[config.mk]
export PLATFORM = sky130hd
export DESIGN_NAME = lqmr_top
export DESIGN_NICKNAME = d
export VERILOG_FILES = /design/src/logic/lqmr_pkg.sv /design/src/logic/lqmr_top.sv /design/src/logic/lqmr_sym_wd.sv
export VERILOG_INCLUDE_DIRS = /design/src /design/src/logic
export SDC_FILE = /design/constraint.sdc
export NUM_CORES = 1
export LEC_CHECK = 0
export ABC_AREA = 1
export BUFFER_PORTS_ARGS = -buffer_cell sky130_fd_sc_hd__clkbuf_2
export CELL_PAD_IN_SITES_DETAIL_PLACEMENT = 2
export CELL_PAD_IN_SITES_GLOBAL_PLACEMENT = 2
export CORE_MARGIN = 5
export CORE_UTILIZATION = 35
export CTS_BUF_LIST = sky130_fd_sc_hd__clkbuf_4
export CTS_CLUSTER_DIAMETER = 40
export DETAILED_ROUTE_END_ITERATION = 8
export GPL_ROUTABILITY_DRIVEN = 1
export PLACE_DENSITY = 0.93
export SLEW_MARGIN = 20
export SYNTH_ARGS = -nofsm -noshare
export SYNTH_HDL_FRONTEND = slang
export SYNTH_HIERARCHICAL = 1
export SYNTH_SLANG_ARGS = --single-unit
[constraint.sdc]
create_clock -name clk -period 6.78 [get_ports clk]
set_input_delay 1.695 -clock clk [delete_from_list [all_inputs] [get_ports clk]]
set_output_delay 1.695 -clock clk [all_outputs]
set_load 0.05 [all_outputs]
[src/logic/lqmr_regs.svh]
/*
  Register offsets, field positions, reset values and limits of the
  link-quality monitor register bank.
  Assumes an 11-bit word address on the management register port.
*/
`ifndef LQMR_REGS_SVH
`define LQMR_REGS_SVH
// Word offsets in the management register space
`define LQMR_OFF_TRAIN  11'h543
`define LQMR_OFF_RXTIME 11'h544
`define LQMR_OFF_LATCH  11'h545
`define LQMR_OFF_EVCNT  11'h547
`define LQMR_OFF_COMM   11'h548
`define LQMR_OFF_UNCORR 11'h552
`define LQMR_OFF_WDCTL  11'h559
`define LQMR_OFF_SYMCFG 11'h55B
`define LQMR_OFF_OAM    11'h55C
// Latch bits; the mask marks the latch-low ones (5, 1, 0)
`define LQMR_B_CHAN     5
`define LQMR_B_INHIB    4
`define LQMR_B_SIGDET   3
`define LQMR_B_HIFER    2
`define LQMR_B_BLK      1
`define LQMR_B_WD       0
`define LQMR_LL_MASK    6'h23
// Watchdog control fields
`define LQMR_B_FVAL     6
`define LQMR_B_FEN      5
`define LQMR_B_WDEN     4
`define LQMR_WDC_RST    7'h51
// Symbol polarity and order fields
`define LQMR_B_FOLLOW   4
`define LQMR_B_RXORD    3
`define LQMR_B_RXPOL    2
`define LQMR_B_TXORD    1
`define LQMR_B_TXPOL    0
// Counter limits and symbol watchdog window
`define LQMR_LOSS_MAX   16'h003F
`define LQMR_FAIL_MAX   16'h03FF
`define LQMR_UNC_MAX    16'hFFFF
`define LQMR_THR_MAX    4'hF
`define LQMR_WD_WIN     64
`endif

[src/logic/lqmr_pkg.sv]
/*
  Types shared by the link-quality monitor register bank.
  Assumes lqmr_regs.svh for field positions; holds no logic.
*/
`default_nettype none
package lqmr_pkg;
  // One ternary symbol: 00 zero, 01 plus one, 11 minus one
  typedef logic [1:0] lqmr_sym_t;

  // Whole state of the register bank
  typedef struct packed {
    logic [15:0] rd_data;
    logic [5:0]  latch;
    logic [5:0]  loss;
    logic [9:0]  fail;
    logic [15:0] unc;
    logic [6:0]  wdc;
    logic [4:0]  sym;
    logic [1:0]  oam;
    logic [7:0]  train;
    logic [7:0]  rrx;
    logic [7:0]  lrx;
    logic        comm;
    logic [13:0] tx;
    logic [13:0] rx;
    logic        wd_ok;
  } lqmr_top_st_t;

  // Whole state of the symbol watchdog
  typedef struct packed {
    logic [2:0][3:0] cnt;
    logic [7:0]      win;
    logic            ok;
  } lqmr_wd_st_t;
endpackage : lqmr_pkg
`default_nettype wire

[src/logic/lqmr_top.sv]
/*
  Link-quality monitor register bank: status snapshots, latched link-down
  causes, event counters, watchdog control and symbol polarity/order path.
  Assumes all event and status inputs come from logic on clk; register
  port is single-cycle, read data valid the cycle after the read strobe.
*/
`timescale 1ns/1ps
`default_nettype none
`include "lqmr_regs.svh"
// Function
// RQ1: Last link training time in ms, read-only, low byte of its register.
// RQ2: Remote receiver ms in upper byte, local receiver ms in lower byte.
// RQ3: Bit 5 reads one until channel-ok drops; zero write re-arms it.
// RQ4: Bit 4 latches one on link-fail-inhibit until software writes zero.
// RQ5: Bit 3 latches one on training signal detect until zero write.
// RQ6: Bit 2 latches one on high frame error rate until zero write.
// RQ7: Bit 1 reads one until block lock lost; zero write re-arms.
// RQ8: Bit 0 reads one until watchdog reports low; zero write re-arms.
// RQ9: Six-bit read-only link-loss count in bits 15 to 10.
// RQ10: Ten-bit read-only link-fail-without-loss count in bits 9 to 0.
// RQ11: Read-only communication-ready flag at bit 0, rest reserved.
// RQ12: Sixteen-bit uncorrectable frame count, saturating, cleared when read.
// RQ13: Force enable bit 5 drives watchdog status to bit 6 value.
// RQ14: Watchdog enable bit 4 starts watchdog counters only after link up.
// RQ15: Watchdog stays deasserted when each symbol count meets the threshold; the code reports ok (1) in that case.
// RQ16: With bit 4, a follower's transmit polarity tracks received polarity.
// RQ17: Bit 3 reverses received symbol order S0 to S6.
// RQ18: Bit 2 inverts polarity of every received symbol.
// RQ19: Bit 1 reverses transmitted symbol order S0 to S6.
// RQ20: Bit 0 inverts polarity of every transmitted symbol.
// RQ21: Reserved bits read zero and ignore writes.
// RQ22: An event in the clearing write's cycle keeps the flag reporting.
module lqmr_top #(
  parameter int unsigned WD_WIN = `LQMR_WD_WIN
) (
  input  wire logic        clk,
  input  wire logic        arst_n,
  input  wire logic [10:0] addr,
  input  wire logic [15:0] wr_data,
  input  wire logic        wr_en,
  input  wire logic        rd_en,
  output logic      [15:0] rd_data,
  input  wire logic [7:0]  train_time_ms,
  input  wire logic [7:0]  remote_rx_ms,
  input  wire logic [7:0]  local_rx_ms,
  input  wire logic        chan_good,
  input  wire logic        fail_inhibit,
  input  wire logic        training_sigdet,
  input  wire logic        high_frame_err,
  input  wire logic        blk_sync,
  input  wire logic        link_loss_evt,
  input  wire logic        link_fail_evt,
  input  wire logic        comm_ready,
  input  wire logic        uncorr_frame_evt,
  input  wire logic        link_up,
  input  wire logic        follower,
  input  wire logic        rx_pol_flipped,
  input  wire logic        rx_sym_vld,
  input  wire logic [13:0] rx_syms_in,
  input  wire logic [13:0] tx_syms_in,
  output logic      [13:0] rx_syms_out,
  output logic      [13:0] tx_syms_out,
  output logic             wd_status_ok
);
  logic [1:0]               rst_sync_r;
  logic                     rst_n_s;
  lqmr_pkg::lqmr_top_st_t   s_r;
  lqmr_pkg::lqmr_top_st_t   s_nxt;
  logic                     wd_raw_ok;
  logic                     wd_run;
  logic                     wr_latch;
  logic                     rd_unc;
  logic [5:0]               evt;
  // Latch-low positions as a vector, so each bit is picked rather than shifted
  localparam logic [5:0]    LL_MASK = `LQMR_LL_MASK;

  //////////////////////////////////////////////////////////////////////
  // Functions

  // Saturating increment shared by all counters
  function automatic logic [15:0] sat_inc(
    input logic [15:0] v,
    input logic [15:0] vmax
  );
    sat_inc = (v >= vmax) ? vmax : v + 16'h0001;
  endfunction : sat_inc

  // Negate a ternary symbol
  function automatic lqmr_pkg::lqmr_sym_t sym_neg(
    input lqmr_pkg::lqmr_sym_t v
  );
    sym_neg = ~v + 2'h1;
  endfunction : sym_neg

  // Optional order reversal then optional polarity inversion of S0..S6
  function automatic logic [13:0] sym_xform(
    input logic [13:0] v,
    input logic        rev,
    input logic        inv
  );
    lqmr_pkg::lqmr_sym_t src;
    sym_xform = '0;
    for (int i = 0; i < 7; i++) begin
      src = rev ? v[2*(6-i) +: 2] : v[2*i +: 2];
      sym_xform[2*i +: 2] = inv ? sym_neg(src) : src;
    end
  endfunction : sym_xform

  //////////////////////////////////////////////////////////////////////
  // Reset release through two flops; assertion stays asynchronous
  always_ff @(posedge clk or negedge arst_n) begin
    if (!arst_n) begin
      rst_sync_r <= 2'h0;
    end else begin
      rst_sync_r <= {rst_sync_r[0], 1'b1};
    end
  end
  assign rst_n_s = rst_sync_r[1];

  //////////////////////////////////////////////////////////////////////
  // Decodes and event vector for the latch register
  assign wr_latch = wr_en && addr == `LQMR_OFF_LATCH;
  assign rd_unc   = rd_en && addr == `LQMR_OFF_UNCORR;
  // Latch-low bits see the drop of their condition as the event
  always_comb begin
    evt = '0;
    evt[`LQMR_B_CHAN]   = !chan_good;
    evt[`LQMR_B_INHIB]  = fail_inhibit;
    evt[`LQMR_B_SIGDET] = training_sigdet;
    evt[`LQMR_B_HIFER]  = high_frame_err;
    evt[`LQMR_B_BLK]    = !blk_sync;
    evt[`LQMR_B_WD]     = !s_r.wd_ok;
  end

  // Watchdog counters gated by link up only when enabled
  assign wd_run = s_r.wdc[`LQMR_B_WDEN] ? link_up : 1'b1; // [RQ14]

  lqmr_sym_wd #(
    .WIN_LEN (WD_WIN)
  ) u_wd (
    .clk     (clk),
    .rst_n   (rst_n_s),
    .run     (wd_run),
    .sym_vld (rx_sym_vld),
    .sym     (rx_syms_in[1:0]),
    .thr     (s_r.wdc[3:0]),
    .wd_ok   (wd_raw_ok)
  );

  //////////////////////////////////////////////////////////////////////
  // Next state of the whole bank
  always_comb begin
    logic tx_inv;
    tx_inv = 1'b0;
    s_nxt = s_r;
    // Status snapshots follow the core every cycle
    s_nxt.train = train_time_ms; // [RQ1]
    s_nxt.rrx   = remote_rx_ms;  // [RQ2]
    s_nxt.lrx   = local_rx_ms;   // [RQ2]
    s_nxt.comm  = comm_ready;    // [RQ11]

    // Zero write clears latch-high, re-arms latch-low; event applied last
    for (int b = 0; b < 6; b++) begin
      if (wr_latch && !wr_data[b]) begin
        s_nxt.latch[b] = LL_MASK[b]; // [RQ3] [RQ7] [RQ8]
      end
      if (evt[b]) begin
        s_nxt.latch[b] = !LL_MASK[b]; // [RQ4] [RQ5] [RQ6] [RQ22]
      end
    end

    // Lifetime counters hold at their maximum rather than wrap
    if (link_loss_evt) begin
      s_nxt.loss = 6'(sat_inc(16'(s_r.loss), `LQMR_LOSS_MAX)); // [RQ9]
    end
    if (link_fail_evt) begin
      s_nxt.fail = 10'(sat_inc(16'(s_r.fail), `LQMR_FAIL_MAX)); // [RQ10]
    end

    // Read clears; a frame in the read cycle is kept as the new count
    if (rd_unc) begin
      s_nxt.unc = '0; // [RQ12]
    end
    if (uncorr_frame_evt) begin
      s_nxt.unc = rd_unc ? 16'h0001 : sat_inc(s_r.unc, `LQMR_UNC_MAX); // [RQ12] [RQ22]
    end

    // Writable fields; reserved bits are simply not stored
    if (wr_en) begin
      case (addr)
        `LQMR_OFF_WDCTL:  s_nxt.wdc = wr_data[6:0]; // [RQ21]
        `LQMR_OFF_SYMCFG: s_nxt.sym = wr_data[4:0];
        `LQMR_OFF_OAM:    s_nxt.oam = wr_data[1:0];
        default: ;
      endcase
    end

    // Read data stands one cycle only; unmapped reads give zero
    s_nxt.rd_data = '0;
    if (rd_en) begin
      case (addr)
        `LQMR_OFF_TRAIN:  s_nxt.rd_data = {8'h00, s_r.train}; // [RQ1] [RQ21]
        `LQMR_OFF_RXTIME: s_nxt.rd_data = {s_r.rrx, s_r.lrx}; // [RQ2]
        `LQMR_OFF_LATCH:  s_nxt.rd_data = {10'h000, s_r.latch};
        `LQMR_OFF_EVCNT:  s_nxt.rd_data = {s_r.loss, s_r.fail}; // [RQ9] [RQ10]
        `LQMR_OFF_COMM:   s_nxt.rd_data = {15'h0000, s_r.comm}; // [RQ11]
        `LQMR_OFF_UNCORR: s_nxt.rd_data = s_r.unc; // [RQ12]
        `LQMR_OFF_WDCTL:  s_nxt.rd_data = {9'h000, s_r.wdc};
        `LQMR_OFF_SYMCFG: s_nxt.rd_data = {11'h000, s_r.sym};
        `LQMR_OFF_OAM:    s_nxt.rd_data = {14'h0000, s_r.oam};
        default:          s_nxt.rd_data = '0;
      endcase
    end

    // Forced value overrides the counted watchdog status
    s_nxt.wd_ok = s_r.wdc[`LQMR_B_FEN] ? s_r.wdc[`LQMR_B_FVAL] : wd_raw_ok; // [RQ13]

    // Follower may track the detected receive polarity on transmit
    tx_inv = s_r.sym[`LQMR_B_TXPOL] ^ (s_r.sym[`LQMR_B_FOLLOW] && follower
             && rx_pol_flipped); // [RQ16] [RQ20]
    s_nxt.tx = sym_xform(tx_syms_in, s_r.sym[`LQMR_B_TXORD], tx_inv); // [RQ19]
    s_nxt.rx = sym_xform(rx_syms_in, s_r.sym[`LQMR_B_RXORD],
                         s_r.sym[`LQMR_B_RXPOL]); // [RQ17] [RQ18]
  end

  // State register; only the watchdog control has non-zero reset
  always_ff @(posedge clk or negedge rst_n_s) begin
    if (!rst_n_s) begin
      s_r     <= '0;
      s_r.wdc <= `LQMR_WDC_RST; // [RQ13] [RQ14] [RQ15]
    end else begin
      s_r <= s_nxt;
    end
  end

  assign rd_data      = s_r.rd_data;
  assign rx_syms_out  = s_r.rx;
  assign tx_syms_out  = s_r.tx;
  assign wd_status_ok = s_r.wd_ok;
endmodule : lqmr_top
`default_nettype wire

[src/logic/lqmr_sym_wd.sv]
/*
  Symbol watchdog: counts zero, plus-one and minus-one symbols per window
  and reports ok while each count reached the threshold in the last one.
  Assumes symbols and control arrive on clk; rst_n is already synchronous.
*/
`timescale 1ns/1ps
`default_nettype none
`include "lqmr_regs.svh"
module lqmr_sym_wd #(
  parameter int unsigned WIN_LEN = `LQMR_WD_WIN
) (
  input  wire logic             clk,
  input  wire logic             rst_n,
  input  wire logic             run,
  input  wire logic             sym_vld,
  input  wire lqmr_pkg::lqmr_sym_t sym,
  input  wire logic [3:0]       thr,
  output logic                  wd_ok
);
  lqmr_pkg::lqmr_wd_st_t s_r;
  lqmr_pkg::lqmr_wd_st_t s_nxt;

  // Symbol code watched by counter i
  function automatic lqmr_pkg::lqmr_sym_t sym_code(input int i);
    sym_code = (i == 0) ? 2'h0 : ((i == 1) ? 2'h1 : 2'h3);
  endfunction : sym_code

  //////////////////////////////////////////////////////////////////////
  // Count per window; idle counters report ok so no false alarm
  always_comb begin
    logic all_met;
    all_met = 1'b1;
    s_nxt = s_r;
    if (!run) begin
      s_nxt.cnt = '0;
      s_nxt.win = '0;
      s_nxt.ok  = 1'b1;
    end else if (sym_vld) begin
      for (int i = 0; i < 3; i++) begin
        if (sym == sym_code(i) && s_r.cnt[i] != `LQMR_THR_MAX) begin
          s_nxt.cnt[i] = s_r.cnt[i] + 4'h1;
        end
      end
      for (int i = 0; i < 3; i++) begin
        if (s_nxt.cnt[i] < thr) begin
          all_met = 1'b0;
        end
      end
      if (s_r.win == 8'(WIN_LEN - 1)) begin
        s_nxt.ok  = all_met; // [RQ15]
        s_nxt.cnt = '0;
        s_nxt.win = '0;
      end else begin
        s_nxt.win = s_r.win + 8'h01;
      end
    end
  end

  // State register
  always_ff @(posedge clk or negedge rst_n) begin
    if (!rst_n) begin
      s_r <= '0;
      s_r.ok <= 1'b1;
    end else begin
      s_r <= s_nxt;
    end
  end

  assign wd_ok = s_r.ok;
endmodule : lqmr_sym_wd
`default_nettype wire

-- Yosys cells after proc, flatten, opt, wreduce, memory -nomap -nowiden
Cells that the tools add are included.
- add/subtract/negate cells: 21
- equality and inequality tests: 20
- bitwise gates (word level): 15
- magnitude comparators: 6
- multiplexer cells: 65
- reductions and logical operators: 28
- operators by type and width (kind ; number):
    16-bit case mux with 9 select lines ; 1
    11-bit == test, second input constant ; 9
    16-bit 2-to-1 mux ; 5
    2-bit 2-to-1 mux ; 26
    21-bit 2-to-1 mux ; 2
    4-bit 2-to-1 mux ; 9
    2-bit by 1-bit adder with 2-bit output, second input constant ; 14
    2-bit NOT ; 14
    1-bit 2-to-1 mux ; 18
    16-bit by 1-bit adder with 16-bit output, second input constant ; 1
    16-bit greater-or-equal comparator, second input constant ; 1
    1-bit logical AND ; 13
    4-bit by 1-bit adder with 4-bit output, second input constant ; 3
    4-bit less-than comparator ; 3
    12-bit 2-to-1 mux ; 1
    4-bit inequality test, second input constant ; 3
    10-bit by 1-bit adder with 10-bit output, second input constant ; 1
    10-bit greater-or-equal comparator, second input constant ; 1
    10-bit 2-to-1 mux ; 1
    8-bit by 1-bit adder with 8-bit output, second input constant ; 1
    8-bit by 6-bit == test with 1-bit output, second input constant ; 1
    8-bit 2-to-1 mux ; 1
    2-bit AND reduction ; 4
    2-bit nonzero test ; 4
    10 further kinds ; 18
- output and inout bits: 45
- flip-flop bits (word level): 145
- logic and storage cells: 181
- input port bits: 96

-- Longest topological paths before layout
- word-level depth: 12
- depth in mapped cells: 14
- mapped depth without buffers: 14

-- Modules after synthesis
Netlist, hierarchy kept.
- modules (own cells, without submodules) (module ; seq. area each (sq um) ; cells each ; instances ; area an instance (sq um)):
    lqmr_top ; 3106.7 ; 739 ; 1 ; 6213.5
    lqmr_sym_wd ; 526.8 ; 179 ; 1 ; 1433.9

-- Least setup slack after synthesis
Ideal clock, no wire load.
- path kind: input to register
- from: input port rx_syms_in[0]
- to: register u_wd.s_r (netlist bit u_wd/wd_ok)
- path buffers: 0
- setup time: 0.073 ns
- stages on the path: 13
- path slack: 3.730 ns
- data required time: 6.707 ns
- arrival time: 2.977 ns
- path through: nor2_1 nand2_1 nor2_1 nand3_1 xor2_1 inv_1 ha_1 nand2_1 inv_1 nand2_1 nand2_1 nand3_1 a21oi_1
- cells in the longest elaborated chain, start to end: 12
- elaborated cells between the ends (all ways): 24
- classes of those cells: 3 x order compare; 2 x eq/ne; 15 x mux; 4 x reduce/logical
- ends and longest elaborated chain (what ; RTL line ; source):
    start, declared ; lqmr_top.sv:59 ; input wire logic [13:0] rx_syms_in,
    2-bit logical NOT ; lqmr_sym_wd.sv:40 ; if (sym == sym_code(i) && s_r.cnt[i] != `LQMR_THR_MAX) begin
    1-bit logical AND (no source line) ; - ;
    4-bit 2-to-1 mux ; lqmr_sym_wd.sv:40 ;
    4-bit 2-to-1 mux ; lqmr_sym_wd.sv:38 ; end else if (sym_vld) begin
    4-bit 2-to-1 mux ; lqmr_sym_wd.sv:34 ; if (!run) begin
    4-bit less-than comparator ; lqmr_sym_wd.sv:45 ; if (s_nxt.cnt[i] < thr) begin
    1-bit 2-to-1 mux (2 in a row) ; lqmr_sym_wd.sv:45 ;
    1-bit 2-to-1 mux * ; lqmr_sym_wd.sv:45 ;
    1-bit 2-to-1 mux * ; lqmr_sym_wd.sv:49 ; if (s_r.win == 8'(WIN_LEN - 1)) begin
    21-bit 2-to-1 mux * ; lqmr_sym_wd.sv:38 ;
    21-bit 2-to-1 mux * ; lqmr_sym_wd.sv:34 ;
    end signal, assigned ; lqmr_sym_wd.sv:65 ; s_r <= s_nxt;
    end, declared ; lqmr_sym_wd.sv:20 ; lqmr_pkg::lqmr_wd_st_t s_r;
Every way passes the cells marked *; elsewhere a longest branch is shown, timed or not. The select of a mux whose other input is x is not followed.
A chain may end at the register's enable or synchronous reset.

==> summary.txt <==
unrepaired setup endpoints after global routing -> no
GRT Overall Usage -> 0.210
status -> complete, no violations
Post-Syn Area -> 7650 sq um
DP Wirelength -> 19,100 um
max cap viols -> 0
Startpoint Class -> primary input
Net Count, Synth -> 1,030
vias in the first global route -> 7,624
final setup fails -> 0
die area -> 24,900 sq um
Yosys Warn Count -> 6
Ports -> 141
Post-DP Area -> 8260 sq um
Levels on crit path -> 9
WL final -> 25,200 um
vias -> 6,625
number of hold buffers added after CTS -> 0
crit path max fanout -> 14
pin count of the biggest net entering global routing -> 57
Design Area, Final -> 8540 sq um
post-synthesis sequential area ratio -> 0.475
crit-path cells -> clkbuf_2 -> nand3b_2 -> nor2_1 -> nand2_1 -> nand2_1 -> nor2_1 -> nand3_4 -> nand2_4 -> nor2_1
min-delay worst type -> register to async pin
total CTS buffers -> 17
Core ar. -> 21,700 sq um
most frequent cells in the layout -> nand2_1 (195), dfrtp_1 (140), clkbuf_2 (131), inv_1 (107), nor2_1 (84)
Max clock buf depth -> 2
share of cells above drive strength 1 -> 0.213
peak supply drop -> 112 uV
wire per inst -> 19.3 um
Total Neg Setup Slack -> 0 ps
GRT overflow -> 0
Worst Tran Pin Value -> 1000 ps
H-tree depth -> 4
std cell rows -> 54
fin. max-slew vios -> 0
Die H -> 158 um
Final min period -> 3120 ps
area grow syn2layout -> 11.6%
initial antenna violation count -> 2
Final ANT Viol Nets -> 0
first-pass GRT wire length -> 40,600 um
Reg2Reg Setup Slack -> 4250 ps
Pwr Total -> 2.10 mW
Largest delay share family, worst path -> simple AND/OR/NAND/NOR gates
PD cells -> 245 nW/um^2
Max Fclk -> 0.321 GHz
CP bufs+invs -> 1
I/O Buffers -> 131
Clock Latency Late Sink -> 600 ps
Iteration-0 DRC Markers -> 215
Worst EP arrival -> 3620 ps
Yosys cell types -> 47
Critical-path top delay cell -> nor2_1
Post-Synthesis Cells -> 918
Avg Synthesized Cell Area -> 8.33 sq um
Final nets -> 1,122
Hold Fails Final Rpt -> 0
R2R depth -> 9
post_cts resized -> 0
max_slew headroom -> 0.326
CTS tree -> done
Initial Util -> 0.353
most common cell after layout, fill and taps aside -> nand2_1
Seq cells post-synth -> 145
worst reg2reg endpoint -> s_r[71]
Setup CP Type -> primary input to register
Final Skew -> 25.8 ps
Die Wd -> 158 um
DR vias/cell -> 5.08
Post-CTS Setup Bufs -> 0
crit path capture type -> register
worst reg2reg startpoint -> s_r[68]
DR DRC count -> 0
Leakage -> 4.29 nW
Max stage delay on crit path -> 680 ps
clk root buf -> clkbuf_4
Worst-path clk slew -> 160 ps
gpl congestion -> 0.790
Worst EP required -> 7280 ps
Final period util -> 0.460
clock sinks -> 145
detailed-router iteration count before antenna repair -> 5
Most common cell on crit path -> nor2_1
-- final cells by class --
cell class / count / area (sq um)
repair buffers: 134 / 678
multi-input cells: 597 / 3160
fillers: 2510 / 13200
clock buffers: 18 / 135
well taps: 280 / 350
clock inverters: 14 / 143
diodes: 2 / 5.00
inverters: 115 / 432
flip-flops and latches: 145 / 3640
-- synthesized netlist by cell type (all sizes together) --
master,number,share of area
clkbuf,5,0.0025
ha,16,0.026
a31oi,2,0.0036
o211ai,1,0.00098
nand2,201,0.10
dfrtp,141,0.46
buf,56,0.053
nor3,9,0.0059
nor2,108,0.068
nand4,14,0.013
and2,1,0.00082
inv,115,0.056
a32o,4,0.0052
mux2,1,0.0015
or2,2,0.0016
o21ai,81,0.053
nand3b,2,0.0025
o21a,3,0.0029
xnor2,15,0.017
nor3b,2,0.0026
a21o,1,0.00098
conb,1,0.00049
dfstp,4,0.014
mux2i,2,0.0026
xor2,18,0.021
and3,1,0.00082
o31ai,1,0.00098
o21bai,3,0.0029
nand3,73,0.052
a21oi,25,0.016
o22ai,10,0.0082
-- where the power goes --
group / total, mW / internal (mW) / switching (mW)
logic: 0.438 / 0.160 / 0.278
registers: 1.09 / 0.970 / 0.120
clock network: 0.567 / 0.172 / 0.396
-- worst max-delay path by stage --
stage	slack [ps]	from	end
final	3660	addr[9]	rd_data[0]
after floorplan	2450	rst_sync_r[1]	rd_data[0]
after global placement	3260	addr[9]	rd_data[1]
after CTS	3700	addr[9]	rd_data[0]
after global routing	3560	rx_syms_in[0]	u_wd/wd_ok
after detailed placement	3090	rx_syms_in[0]	u_wd/wd_ok
-- per-layer routing --
metal	global-route usage	vias up	share of wire
met1	0.232	3348	0.40
met2	0.401	142	0.54
met3	0.0358	43	0.032
met5	0	-	0
li1	-	3092	-
met4	0.0733	0	0.028
-- flip-flops by register name, indices dropped and copies added, names as in the netlist --
name and flops:
s_r 77, u_wd/s_r 20, rd_data 16, rx_syms_out 14
tx_syms_out 14, rst_sync_r 2, u_wd/wd_ok 1, wd_status_ok 1
-- worst register-to-register path, delay by kind of cell, from the launching register on --
kind	cells	cell delay [ps]
AOI/OAI and AO/OA	2	250
adders and majority gates	1	240
buffers and inverters	2	460
and+or+nand+nor	4	1000
DFF	1	500
-- metrics by stage --
step | setup slack (ps) | utilization | hold slack [ps] | std cells
global placement | 3260 | 0.381 | 316 | 1271
CTS | 3700 | 0.393 | 329 | 1303
detailed placement | 3090 | 0.381 | 331 | 1271
floorplan | 2450 | - | 331 | 918
finish | 3660 | 0.394 | 303 | 1305
global route | 3560 | 0.394 | 355 | 1305
-- logic make-up after synthesis --
| group | synth area share |
|---|---|
| multiplexers | 0.00409 |
| other | 0.000490 |
| adder cells (fa/ha/maj) | 0.0262 |
| AND/OR/NAND/NOR | 0.249 |
| XOR/XNOR | 0.0378 |
| flip-flops | 0.475 |
| AO/OA/AOI/OAI | 0.0952 |
| buffers and inverters | 0.112 |
No activity file was read; power rests on OpenSTA's default activity.
